File: config.mk
export PLATFORM = sky130hd
export DESIGN_NAME = alarm_match
export DESIGN_NICKNAME = d
export VERILOG_FILES = /design/src/logic/alarm_pkg.sv /design/src/logic/alarm_match.sv
export SDC_FILE = /design/constraint.sdc
export NUM_CORES = 1
export LEC_CHECK = 0
export BUFFER_PORTS_ARGS = -buffer_cell sky130_fd_sc_hd__buf_2
export CORE_ASPECT_RATIO = 1.5
export CORE_MARGIN = 2
export CORE_UTILIZATION = 47
export DETAILED_ROUTE_END_ITERATION = 12
export GPL_TIMING_DRIVEN = 0
export PLACE_DENSITY = 0.79
export SYNTH_ARGS = -nofsm -noshare
export SYNTH_HDL_FRONTEND = slang
export SYNTH_SLANG_ARGS = --single-unit
File: constraint.sdc
create_clock -name clk_in -period 4.82 [get_ports clk_in]
set_input_delay 0.723 -clock clk_in [delete_from_list [all_inputs] [get_ports clk_in]]
set_output_delay 0.723 -clock clk_in [all_outputs]
set_load 0.02 [all_outputs]
File: src/logic/alarm_pkg.sv
// Constants and carrier types for the two alarm compare units
// How it works
// - Hundredths matching exists only in alarm 1
// - Hundredths register holds two BCD digits
// - Seconds: tens in 6:4, bit 7 zero
// - Minutes: tens in 6:4, bit 7 zero
// - Hours bit 6 mirrors time format, read-only
// - 12-hour: bit 5 afternoon, bit 4 tens
// - 24-hour: bits 5:4 hold hour tens
// - Flag cleared by writing zero, ones ignored
// - Date: tens in 5:4, bits 7:6 zero
// - Alarm 0 mask codes, 111 adds month
// - Alarm 1 mask codes, 101 hundredths
// - Selected comparison equal sets the flag
package alarm_pkg;
  localparam logic [7:0] OFS_A0_SEC = 8'h0C;
  localparam logic [7:0] OFS_A0_MIN = 8'h0D;
  localparam logic [7:0] OFS_A0_HOUR = 8'h0E;
  localparam logic [7:0] OFS_A0_WEEKDAY = 8'h0F;
  localparam logic [7:0] OFS_A0_DATE = 8'h10;
  localparam logic [7:0] OFS_A1_HSEC = 8'h12;
  localparam logic [7:0] OFS_A1_SEC = 8'h13;
  localparam logic [7:0] OFS_A1_MIN = 8'h14;
  localparam logic [7:0] OFS_A1_HOUR = 8'h15;
  localparam logic [7:0] OFS_A1_WEEKDAY = 8'h16;
  localparam logic [7:0] OFS_A1_DATE = 8'h17;
  localparam logic [7:0] SEC_MASK = 8'h7F;
  localparam logic [7:0] MIN_MASK = 8'h7F;
  localparam logic [7:0] HOUR_MASK = 8'h3F;
  localparam logic [7:0] DATE_MASK = 8'h3F;
  localparam int FMT_BIT = 6;
  localparam int MSK_LSB = 4;
  localparam int FLAG_BIT = 3;
  localparam logic [2:0] WEEKDAY_RESET = 3'h1;
  localparam logic [5:0] DATE_RESET = 6'h01;
  localparam logic [7:0] ZERO_BYTE = 8'h00;

  typedef enum logic [2:0] {
    CMP_SEC = 3'b000,
    CMP_MIN = 3'b001,
    CMP_HOUR = 3'b010,
    CMP_WEEKDAY = 3'b011,
    CMP_DATE = 3'b100,
    CMP_HSEC = 3'b101,
    CMP_RSVD = 3'b110,
    CMP_ALL = 3'b111
  } cmp_sel_t;

  typedef struct packed {
    logic [7:0] hsec;
    logic [7:0] sec;
    logic [7:0] min;
    logic [7:0] hour;
    logic [7:0] weekday;
    logic [7:0] date;
    logic [7:0] month;
  } time_t;

  typedef struct packed {
    logic [7:0] addr;
    logic [7:0] wdata;
    logic wr;
    logic rd;
  } reg_req_t;
endpackage

File: src/logic/alarm_match.sv
// Two alarm compare units with their match registers
`timescale 1ns/100ps
module alarm_match #(
  parameter int NUM_ALARMS = 2
) (
  input wire logic clk_in,
  input wire logic rstn_in,
  input wire logic tick_in,
  input wire alarm_pkg::time_t time_in,
  input wire logic [7:0] month_match_in,
  input wire alarm_pkg::reg_req_t req_in,
  output logic [7:0] rdata_out,
  output logic [1:0] alarm_match_flag_out
);
  import alarm_pkg::*;

  if (NUM_ALARMS != 2)
  begin
    $error("alarm_match serves exactly two alarms");
  end

  logic rst_meta_r;
  logic rst_n;
  logic [6:0] sec_r [2];
  logic [6:0] min_r [2];
  logic [5:0] hour_r [2];
  logic [2:0] msk_r [2];
  logic [2:0] wkd_r [2];
  logic [5:0] date_r [2];
  logic [1:0] flag_r;
  logic [7:0] hsec_r;
  logic [7:0] rdata_r;
  logic [7:0] rdata_nxt;
  logic [1:0] hit;
  logic [1:0] clr_wr;
  logic [1:0] flag_nxt;
  logic fmt;

  // Reset release through two flops
  always_ff @(posedge clk_in or negedge rstn_in)
  begin
    if (!rstn_in)
    begin
      rst_meta_r <= 1'b0;
      rst_n <= 1'b0;
    end
    else
    begin
      rst_meta_r <= 1'b1;
      rst_n <= rst_meta_r;
    end
  end

  assign fmt = time_in.hour[FMT_BIT];

  // Hour byte as seen by readback and compare
  function automatic logic [7:0] hour_view(input logic f, input logic [5:0] h);
    hour_view = {1'b0, f, h};
  endfunction

  function automatic logic alarm_hit(input logic a1, input logic [2:0] m, input logic [6:0] s,
                                     input logic [6:0] mi, input logic [5:0] h, input logic [2:0] w,
                                     input logic [5:0] d, input logic [7:0] hs, input time_t t,
                                     input logic [7:0] mo);
    logic es;
    logic em;
    logic eh;
    logic ew;
    logic ed;
    // Status bits sharing the time bytes stay out of the compare
    es = (s == t.sec[6:0]);
    em = (mi == t.min[6:0]);
    eh = (hour_view(t.hour[FMT_BIT], h) == {1'b0, t.hour[6:0]});
    ew = (w == t.weekday[2:0]);
    ed = (d == t.date[5:0]);
    case (cmp_sel_t'(m))
      CMP_SEC: alarm_hit = es;
      CMP_MIN: alarm_hit = em;
      CMP_HOUR: alarm_hit = eh;
      CMP_WEEKDAY: alarm_hit = ew;
      CMP_DATE: alarm_hit = ed;
      CMP_HSEC: alarm_hit = a1 && (hs == t.hsec);
      CMP_ALL: alarm_hit = es && em && eh && ew && ed && (a1 || (mo[4:0] == t.month[4:0]));
      default: alarm_hit = 1'b0;
    endcase
  endfunction

  assign hit[0] = tick_in && alarm_hit(1'b0, msk_r[0], sec_r[0], min_r[0], hour_r[0], wkd_r[0],
                                       date_r[0], hsec_r, time_in, month_match_in);
  assign hit[1] = tick_in && alarm_hit(1'b1, msk_r[1], sec_r[1], min_r[1], hour_r[1], wkd_r[1],
                                       date_r[1], hsec_r, time_in, month_match_in);
  assign clr_wr[0] = req_in.wr && (req_in.addr == OFS_A0_WEEKDAY) && !req_in.wdata[FLAG_BIT];
  assign clr_wr[1] = req_in.wr && (req_in.addr == OFS_A1_WEEKDAY) && !req_in.wdata[FLAG_BIT];
  assign flag_nxt = hit | (flag_r & ~clr_wr);

  // Readback mux
  always_comb
  begin
    case (req_in.addr)
      OFS_A0_SEC: rdata_nxt = {1'b0, sec_r[0]};
      OFS_A0_MIN: rdata_nxt = {1'b0, min_r[0]};
      OFS_A0_HOUR: rdata_nxt = hour_view(fmt, hour_r[0]);
      OFS_A0_WEEKDAY: rdata_nxt = {1'b0, msk_r[0], flag_r[0], wkd_r[0]};
      OFS_A0_DATE: rdata_nxt = {2'h0, date_r[0]};
      OFS_A1_HSEC: rdata_nxt = hsec_r;
      OFS_A1_SEC: rdata_nxt = {1'b0, sec_r[1]};
      OFS_A1_MIN: rdata_nxt = {1'b0, min_r[1]};
      OFS_A1_HOUR: rdata_nxt = hour_view(fmt, hour_r[1]);
      OFS_A1_WEEKDAY: rdata_nxt = {1'b0, msk_r[1], flag_r[1], wkd_r[1]};
      OFS_A1_DATE: rdata_nxt = {2'h0, date_r[1]};
      default: rdata_nxt = ZERO_BYTE;
    endcase
  end

  always_ff @(posedge clk_in or negedge rst_n)
  begin
    if (!rst_n)
    begin
      rdata_r <= ZERO_BYTE;
      flag_r <= 2'b00;
    end
    else
    begin
      flag_r <= flag_nxt;
      if (req_in.rd)
      begin
        rdata_r <= rdata_nxt;
      end
    end
  end

  // Match value storage, one write port
  always_ff @(posedge clk_in or negedge rst_n)
  begin
    if (!rst_n)
    begin
      hsec_r <= ZERO_BYTE;
      for (int i = 0; i < 2; i++)
      begin
        sec_r[i] <= 7'h00;
        min_r[i] <= 7'h00;
        hour_r[i] <= 6'h00;
        msk_r[i] <= 3'h0;
        wkd_r[i] <= WEEKDAY_RESET;
        date_r[i] <= DATE_RESET;
      end
    end
    else if (req_in.wr)
    begin
      case (req_in.addr)
        OFS_A0_SEC: sec_r[0] <= req_in.wdata[6:0];
        OFS_A0_MIN: min_r[0] <= req_in.wdata[6:0];
        OFS_A0_HOUR: hour_r[0] <= req_in.wdata[5:0];
        OFS_A0_WEEKDAY:
        begin
          msk_r[0] <= req_in.wdata[6:4];
          wkd_r[0] <= req_in.wdata[2:0];
        end
        OFS_A0_DATE: date_r[0] <= req_in.wdata[5:0];
        OFS_A1_HSEC: hsec_r <= req_in.wdata;
        OFS_A1_SEC: sec_r[1] <= req_in.wdata[6:0];
        OFS_A1_MIN: min_r[1] <= req_in.wdata[6:0];
        OFS_A1_HOUR: hour_r[1] <= req_in.wdata[5:0];
        OFS_A1_WEEKDAY:
        begin
          msk_r[1] <= req_in.wdata[6:4];
          wkd_r[1] <= req_in.wdata[2:0];
        end
        OFS_A1_DATE: date_r[1] <= req_in.wdata[5:0];
        default: hsec_r <= hsec_r;
      endcase
    end
  end

  assign rdata_out = rdata_r;
  assign alarm_match_flag_out = flag_r;
endmodule

# [Yosys cells after proc, flatten, opt, wreduce, memory -nomap -nowiden]
# Cells that the tools add are included.
[word_totals] regBits=84 ramBits=0 word_cells=86 latchBits=0 mem_bits_ro=0 memories=0 out_inout_bits=10 in_bits=85
[op_classes] n_eq_ne=34 add_sub_neg=0 n_bitwise=3 div=0 n_lt_le_gt_ge=0 n_reduce_logical=29 multipliers=0 muxes=3 n_shift=0
[op_table] cell="8-bit case mux with 11 select lines" n=1
[op_table] cell="8-bit by 5-bit == test with 1-bit output (second input constant)" n=7
[op_table] cell="8-bit by 4-bit == test with 1-bit output (second input constant)" n=4
[op_table] cell="7-bit == test" n=4
[op_table] cell="6-bit == test" n=4
[op_table] cell="2-bit AND reduction" n=11
[op_table] cell="3-bit == test (second input constant)" n=5
[op_table] cell="1-bit logical AND" n=15
[op_table] cell="3-bit by 2-bit == test with 1-bit output (second input constant)" n=4
[op_table] cell="8-bit == test" n=1
[op_table] cell="1-bit case mux with 7 select lines" n=1
[op_table] cell="3-bit by 1-bit == test with 1-bit output (second input constant)" n=2
[op_table] cell="3-bit == test" n=2
[op_table] cell="3-bit logical NOT" n=2
[op_table] cell="1-bit case mux with 6 select lines" n=1
[op_table] cell="5-bit == test" n=1
[op_table] cell="2-bit bitwise AND" n=1
[op_table] cell="2-bit NOT" n=1
[op_table] cell="2-bit OR" n=1
[op_table] cell="1-bit logical NOT" n=1

# [Longest topological paths before layout]
# Gate-level depths: netlist of run 1.
[logic_depth] ltp_word=9 depth_mapped=8 depth_no_buf=6

# [Least setup slack after synthesis of run 1]
# OpenSTA, ideal clock, no wires.
[synth_path] path_type="input port to flip-flop" from="input port req_in[15] (netlist bit)" to="register hsec_r[0]" slack_ps=2423 path_buffers=1 required_ps=4695 stages=5 arrival_ps=2273 setup_ps=125 path_cell_list="or3_4 or4b_4 buf_6 nor2_4 mux2_2"
[synth_between] elab_chain_len=2
[synth_rtl] element="start: declaration" line="alarm_match.sv:11" text="input wire alarm_pkg::reg_req_t req_in,"
[synth_rtl] element="8-bit by 5-bit == test with 1-bit output" line="alarm_match.sv:150" text="case (req_in.addr)"
[synth_rtl] element="2-bit AND reduction (no line)"
[synth_rtl] element="end signal: assignment" line="alarm_match.sv:160" text="OFS_A1_HSEC: hsec_r <= req_in.wdata;"
[synth_rtl] element="end signal: assignment" line="alarm_match.sv:170" text="default: hsec_r <= hsec_r;"
[synth_rtl] element="end: declaration" line="alarm_match.sv:31" text="logic [7:0] hsec_r;"
# No other way between the ends.
# A chain may end at the register's enable or synchronous reset.

# [Final worst setup path of run 1]
[layout_path] from="input port req_in[11] (netlist bit)" to="register rdata_r[1], in the netlist rdata_out[1]"
[layout_between] elab_chain_len=2
[layout_rtl] element="8-bit by 5-bit == test with 1-bit output or 8-bit by 4-bit == test with 1-bit output (tied branches)" line="alarm_match.sv:99" text="case (req_in.addr)"
[layout_rtl] element="8-bit case mux with 11 select lines (*)" line="alarm_match.sv:99"
[layout_rtl] element="end signal: assignment" line="alarm_match.sv:127" text="rdata_r <= rdata_nxt;"
[layout_rtl] element="end: declaration" line="alarm_match.sv:32" text="logic [7:0] rdata_r;"
# Mark *: on every way between the ends. The rest lies on a longest branch, timed or not.

==> summary.txt, run 1 <==
Status
  • Outcome: complete, no violations

GRT
  • Vias in the first global route: 3917
  • All-Layer GR Usage: between 20% and 30%
  • Overflow after GRT: 0
  • First-pass GRT wire length: 20800 um
  • Largest net degree at the start of global routing: 45
  • Antenna violations before repair: 0

Routing
  • Via count of the routed design: ~3.7k
  • Vias per std cell: about 5.8
  • Final antenna-violating net count: 0
  • WL/cell: between 20 and 25 um
  • Final WL: about 13000 um
  • DR pass1 iterations: 5
  • DR DRC count: 0
  • Initial DRC Count: between 300 and 400

Pwr
  • Clock group share of total power: between 30% and 40%
  • Worst VDD drop: 0.000174 V
  • Total power: 1.63 mW
  • Register share of total power: 48.4%
  • PwrDens: 288 nW/um^2
  • Logic pwr share: 13.3%
  • Leakage power: around 2.6 nW
  • NetSw: approximately 420 uW
  • Sw frac: 25.9%
  • Internal: ~1.2 mW

Synthesis
  • Async set-reset flop share out of synthesis: 100%
  • Post-synth top area cell: dfrtp_1
  • Post-synthesis cell type count: 54
  • Synth Area in XOR/XNOR: around 13%
  • Mux share of post-synthesis cell area: between 20% and 30%
  • Number of synthesized register bits: 84
  • Avg Synthesized Cell Area: between 10 and 15 um^2
  • Synth warnings: 0
  • Most frequently used flop master after synthesis: dfrtp_1
  • Area of the mapped netlist: between 4000 and 5000 um^2
  • Post-synth EDFFs: 0
  • Sequential area share after synthesis: about 43%
  • Simple-gate portion of the synthesized area: a little under an eighth
  • Leading post-synthesis cells by cell area: dfrtp_1, mux2_2, xor2_1
  • Adder-Cell Fraction of Synth Area: 0%
  • Share of the synthesized area in the top cell type: around two fifths
  • Syn_nets: 508
  • Largest family of logic cells by synthesized area: multiplexers
  • Compound-gate portion of the synthesized area: 7.54%
  • Syn Inst Count: 423

Final layout
  • Cell Count, Final, Fillers Out: around 630
  • Most frequent cells in the layout: buf_2, dfrtp_1, mux2_2
  • Multi-input logic area: around 2600 um^2
  • Area Overhead vs Synth: 16.7%
  • Layout cells sized above 1: 38.1%
  • Sequential Area: ~2100 um^2
  • Commonest non-fill, non-tap cell in the layout: buf_2
  • Filler cell count: between 800 and 900
  • Diodes inserted: 0
  • Layout Nets: 595
  • Final core utilization: between 50 and 60%

Die
  • Starting Density: 48.2%
  • Die Span Y: approximately 130 um
  • I/O pins: between 90 and 100
  • Core area: around 10000 um^2
  • Full die area: around 11000 um^2
  • Row count: 45
  • Die X: ~87 um

Job
  • Number of max-cap violations: 0

Setup path
  • Critical path class: input pin to register
  • Critical Path Source Type: input pin
  • Critical path required time: 5000 ps
  • Worst-path fanout max: 10
  • Arrival time worst endpoint: 2910 ps
  • CP endpoint kind: register

Place
  • Final Wtd Congestion: ~0.93
  • PortBufs: 75
  • Placed cells: slightly above 600
  • DP HPWL: 10400 um
  • Setup WS pre-CTS: roughly 1800 ps

STA
  • Fin crit period: approximately 2700 ps
  • Setup WS post-layout: 2090 ps
  • Setup tns final: 0 ps
  • Final setup viols: 0
  • Clock Skews: approximately 5.8 ps
  • Fmax: about 370 MHz
  • RSZ-0062 raised after global routing: false
  • Worst slew margin: 45.8%
  • Max-slew violations: 0
  • Crit share post-route: 56.7%
  • Worst-Margin Slew: approximately 790 ps
  • Final hold vios: 0

Clocking
  • Clk Tree Root Cell: clkbuf_16
  • CTS Buf Count: 9
  • Hold_buf cts: 0
  • Resized Gates After CTS: 0
  • Clock-pin slew on the worst setup and hold paths: approximately 60 ps
  • CTS Sinks: 84
  • Setup bufs post-CTS: 0
  • Worst-Skew Late Latency: ~340 ps
  • CTS tree: yes
  • H-tree Lvls: 3
  • Max Root-Sink Buffers: 2

Worst hold path
  • Min-Delay Path Class: input pin to async pin
-- synth_stat cells (10+ instances only) --
library cell / number
dfrtp_1: 80
xnor2_1: 29
nor4_1: 11
inv_1: 12
mux2_2: 77
xor2_1: 42
nand3_1: 13
nor2_1: 14
mux2i_1: 13
o22ai_1: 10
-- stage by stage --
| step | instance area [um^2] | hold slack, ps |
|---|---|---|
| floorplan | 4860 | 331 |
| global placement | 5380 | 338 |
| detailed placement | 5410 | 325 |
| CTS | 5670 | 149 |
| global route | 5670 | 154 |
| finish | 5670 | 153 |
-- power by group through the flow --
| stage | registers [mW] | logic (mW) | clock network [mW] |
|---|---|---|---|
| after floorplan | 0.797 | 0.123 | 0 |
| after global placement | 0.806 | 0.201 | 0 |
| after detailed placement | 0.803 | 0.215 | 0 |
| after CTS | 0.790 | 0.217 | 0.634 |
| after global routing | 0.796 | 0.236 | 0.659 |
| final | 0.791 | 0.217 | 0.627 |
-- path summary, 6_finish.rpt --
path,from,end,slack [ps],cells past startpoint
hold reg to reg,rst_n,wkd_r[2],310,0
setup reg to reg,min_r[8],rdata_out[1],2780,5
hold / removal,rstn_in,rst_n,150,1
min in group clk_in,rst_meta_r,rst_n,350,0
setup / recovery,req_in[11],rdata_out[1],2090,9
max in group asynchronous,rst_n,date_r[6],3860,1
-- layout make-up --
| cell class | instances | area share, % |
|---|---|---|
| Buffer | 22 | 1.99 |
| Clock buffer | 15 | 4.54 |
| Clock inverter | 1 | 0.132 |
| Inverter | 12 | 0.794 |
| Multi-Input combinational cell | 305 | 45.8 |
| Sequential cell | 84 | 37.2 |
| Tap cell | 117 | 2.58 |
| Timing Repair Buffer | 76 | 6.97 |
-- critical path: stages --
cell,delay [ps]
buf_2,140
buf_2,290
buf_2,310
mux2i_1,230
nor2_1,50
a21oi_1,200
o22ai_1,120
a2111oi_0,700
o22ai_1,140
-- flip-flops by register name, summed over array words and instances, names as in the netlist --
signal	count
alarm_match_flag_out	2
min_r	14
sec_r	14
rdata_out	8
rst_meta_r	1
rst_n	1
hsec_r	8
wkd_r	6
date_r	12
hour_r	12
msk_r	6
-- logic make-up (layout without fill, tap and decap cells) --
group / after synthesis / after routing
buf+inv: 34 / 126
compound gates: 51 / 51
other cells: 1 / 1
xor+xnor: 71 / 71
simple gates: 90 / 90
mux: 92 / 92
flops: 84 / 84
-- metal layers --
layer / wire length (um) / GRT usage, % / vias up
met2: 7000 / 44.3 / 138
met4: 720 / 15.5 / 0
met5: 0 / 0 / -
li1: - / - / 1707
met3: 684 / 3.53 / 44
met1: 5040 / 29.1 / 1805
No activity file was read; power rests on OpenSTA's default activity.
==> run 2, diff against run 1 <==
--- a/config.mk
+++ b/config.mk
@@ -5,13 +5,14 @@
 export SDC_FILE = /design/constraint.sdc
 export NUM_CORES = 1
 export LEC_CHECK = 0
+export ABC_AREA = 1
 export BUFFER_PORTS_ARGS = -buffer_cell sky130_fd_sc_hd__buf_2
 export CORE_ASPECT_RATIO = 1.5
 export CORE_MARGIN = 2
 export CORE_UTILIZATION = 47
 export DETAILED_ROUTE_END_ITERATION = 12
 export GPL_TIMING_DRIVEN = 0
-export PLACE_DENSITY = 0.79
+export PLACE_DENSITY = 0.78
 export SYNTH_ARGS = -nofsm -noshare
 export SYNTH_HDL_FRONTEND = slang
 export SYNTH_SLANG_ARGS = --single-unit
==> constraint.sdc (replaced) <==
create_clock -name clk_in -period 2.75 [get_ports clk_in]
set_input_delay 0.4125 -clock clk_in [delete_from_list [all_inputs] [get_ports clk_in]]
set_output_delay 0.4125 -clock clk_in [all_outputs]
set_load 0.02 [all_outputs]
==> summary.txt, run 2 <==
GRT
  • Vias in the first global route: approximately 4.7k
  • Largest net degree at the start of global routing: 52
  • First-pass GRT wire length: between 20000 and 25000 um
  • All-Layer GR Usage: a little over a quarter
  • Antenna violations before repair: 0
  • Overflow after GRT: 0

Synthesis
  • Post-synth EDFFs: 0
  • Most common cell in the netlist: nand2_1
  • Synth warnings: 0
  • Most frequently used flop master after synthesis: dfrtp_1
  • Sequential area share after synthesis: approximately two fifths
  • Share of the synthesized area in the top cell type: a little under 40%
  • Leading post-synthesis cells by cell area: dfrtp_1, nand2_1, o21ai_0
  • Most instantiated cells after synthesis: nand2_1, inv_1, dfrtp_1, o21ai_0, nor2_1
  • Post-synthesis cell type count: 33
  • Area of the mapped netlist: roughly 5000 um^2
  • Async set-reset flop share out of synthesis: 100%
  • Syn_nets: 811
  • Post-synth top area cell: dfrtp_1
  • Syn Inst Count: slightly above 700
  • Number of synthesized register bits: between 80 and 90
  • Avg Synthesized Cell Area: 6.95 um^2

Die
  • I/O pins: between 90 and 100
  • Starting Density: between 40 and 50%
  • Row count: 46
  • Full die area: roughly 12000 um^2
  • Die Span Y: around 130 um
  • Die X: ~90 um
  • Core area: 10500 um^2

Place
  • PortBufs: between 70 and 80
  • DP HPWL: between 10000 and 15000 um
  • Final Wtd Congestion: between 0.9 and 1
  • Post-place instance area: 5640 um^2
  • Setup WS pre-CTS: 940 ps
  • Placed cells: about 950

STA
  • Setup WS post-layout: ~1200 ps
  • Worst-Margin Slew: 825 ps
  • Fin crit period: roughly 1500 ps
  • Worst slew margin: about 45%
  • Crit share post-route: a little under three fifths
  • Max-slew violations: 0
  • Fmax: 657 MHz
  • Clock Skews: roughly 7.8 ps
  • Setup tns final: 0 ps
  • RSZ-0062 raised after global routing: false
  • Final setup viols: 0
  • Final hold slack: around 270 ps
  • Final hold vios: 0

Final layout
  • Area Overhead vs Synth: 18.4%
  • Commonest non-fill, non-tap cell in the layout: nand2_1
  • Top flop regs: min_r (14), sec_r (14)
  • Final core utilization: a little under three fifths
  • Fin area: 5970 um^2
  • Layout Nets: roughly 900
  • Layout cells sized above 1: roughly 17%
  • Cell Count, Final, Fillers Out: between 900 and 1k
  • Most frequent cells in the layout: nand2_1, buf_2, inv_1
  • Diodes inserted: 0

Setup path
  • Critical path class: register to register
  • Critical path required time: ~3000 ps
  • Worst-path fanout max: 3
  • Stages on worst setup path: 13
  • CP Buf/Inv Count: 2
  • Arrival time worst endpoint: between 1500 and 2000 ps
  • Cell family with most CP delay: simple AND/OR/NAND/NOR gates
  • Most common cell on crit path: nand2_1
  • Critical Path Source Type: register
  • Slowest CP cell: dfrtp_1
  • CP endpoint kind: register
  • Cell breakdown of the critical path: inv_1, nand2_1, nand2_1, nand2_1, nor2_1, nand3_1, nand2_1, nand2_1, nand2_1, inv_1, nand2_1, nand2_1, nand2_1
  • CP max stage delay: approximately 400 ps
  • Reg2reg path depth: 13

Routing
  • WL/cell: ~15 um
  • DR DRC count: 0
  • Final WL: 14600 um
  • Initial DRC Count: ~410
  • Final antenna-violating net count: 0
  • Via count of the routed design: between 5k and 6k
  • Vias per std cell: roughly 5.2
  • DR pass1 iterations: 8

Clocking
  • CTS Sinks: 84
  • CTS Buf Count: 9
  • Max Root-Sink Buffers: 2
  • H-tree Lvls: 3
  • Clk Tree Root Cell: clkbuf_16
  • Hold_buf cts: 1
  • Clock-pin slew on the worst setup and hold paths: 60 ps
  • CTS tree: yes
  • Resized Gates After CTS: 0
  • Setup bufs post-CTS: 0
  • Worst-Skew Late Latency: between 300 and 400 ps

Pwr
  • PwrDens: 513 nW/um^2
  • Leakage power: between 2 and 3 nW
  • Worst VDD drop: 0.000361 V
  • Total power: roughly 3.1 mW

Status
  • Outcome: complete, no violations

Worst hold path
  • Min-Delay Path Class: register to async pin

Job
  • Number of max-cap violations: 0
==> run 2: cell count changes in the layout (fill, tap and decap cells not counted), moves of 8 or more <==
cell	previous run	this run
nand2_1	9	247
mux2_2	77	1
inv_1	12	82
o21ai_0	3	71
nor2_1	14	65
xor2_1	42	11
nand3_1	13	39
o21ai_1	1	25
mux2i_1	13	0
nor4_1	11	0
a22oi_1	8	0
nand2_2	0	8
==> run 2: power by group <==
group	internal, mW	total, mW	switching, mW	leakage (nW)
clock network	0.821	1.30	0.481	0.157
logic	0.149	0.385	0.236	1.66
registers	1.30	1.38	0.0767	1.14
total	2.27	3.07	0.793	2.95
==> run 2: area by class of cell <==
cell class,count,area (um^2)
repair buffers,79,423
well taps,144,180
multi-input cells,532,2480
plain buffers,20,126
inverters,90,338
clock inverters,4,73.8
clock buffers,12,246
fillers,1033,4560
flip-flops and latches,84,2110
==> run 2: cell families after synthesis <==
group | after synthesis | synth area share [%]
xor+xnor | 33 | 5.73
other cells | 1 | 0.0743
mux | 1 | 0.223
flops | 84 | 41.7
buf+inv | 110 | 9.20
simple gates | 376 | 30.4
compound gates | 121 | 12.6
==> run 2: metal layers <==
layer | track usage [%] | part of all wire, % | vias up
met5 | 0 | 0 | -
met4 | 15.8 | 5.4 | 0
met3 | 3.33 | 6.0 | 52
met2 | 44.9 | 48 | 225
met1 | 32.2 | 40 | 2284
li1 | - | - | 2472
==> run 2: path summary, 6_finish.rpt <==
kind | endpoint | slack (ps) | start
min in group clk_in | hsec_r[7] | 300 | req_in[9]
max reg2reg | alarm_match_flag_out[0] | 1230 | min_r[12]
min | hour_r[5] | 270 | rst_n
min reg2reg | hour_r[5] | 270 | rst_n
max in group asynchronous | date_r[0] | 1820 | rst_n
max | alarm_match_flag_out[0] | 1230 | min_r[12]
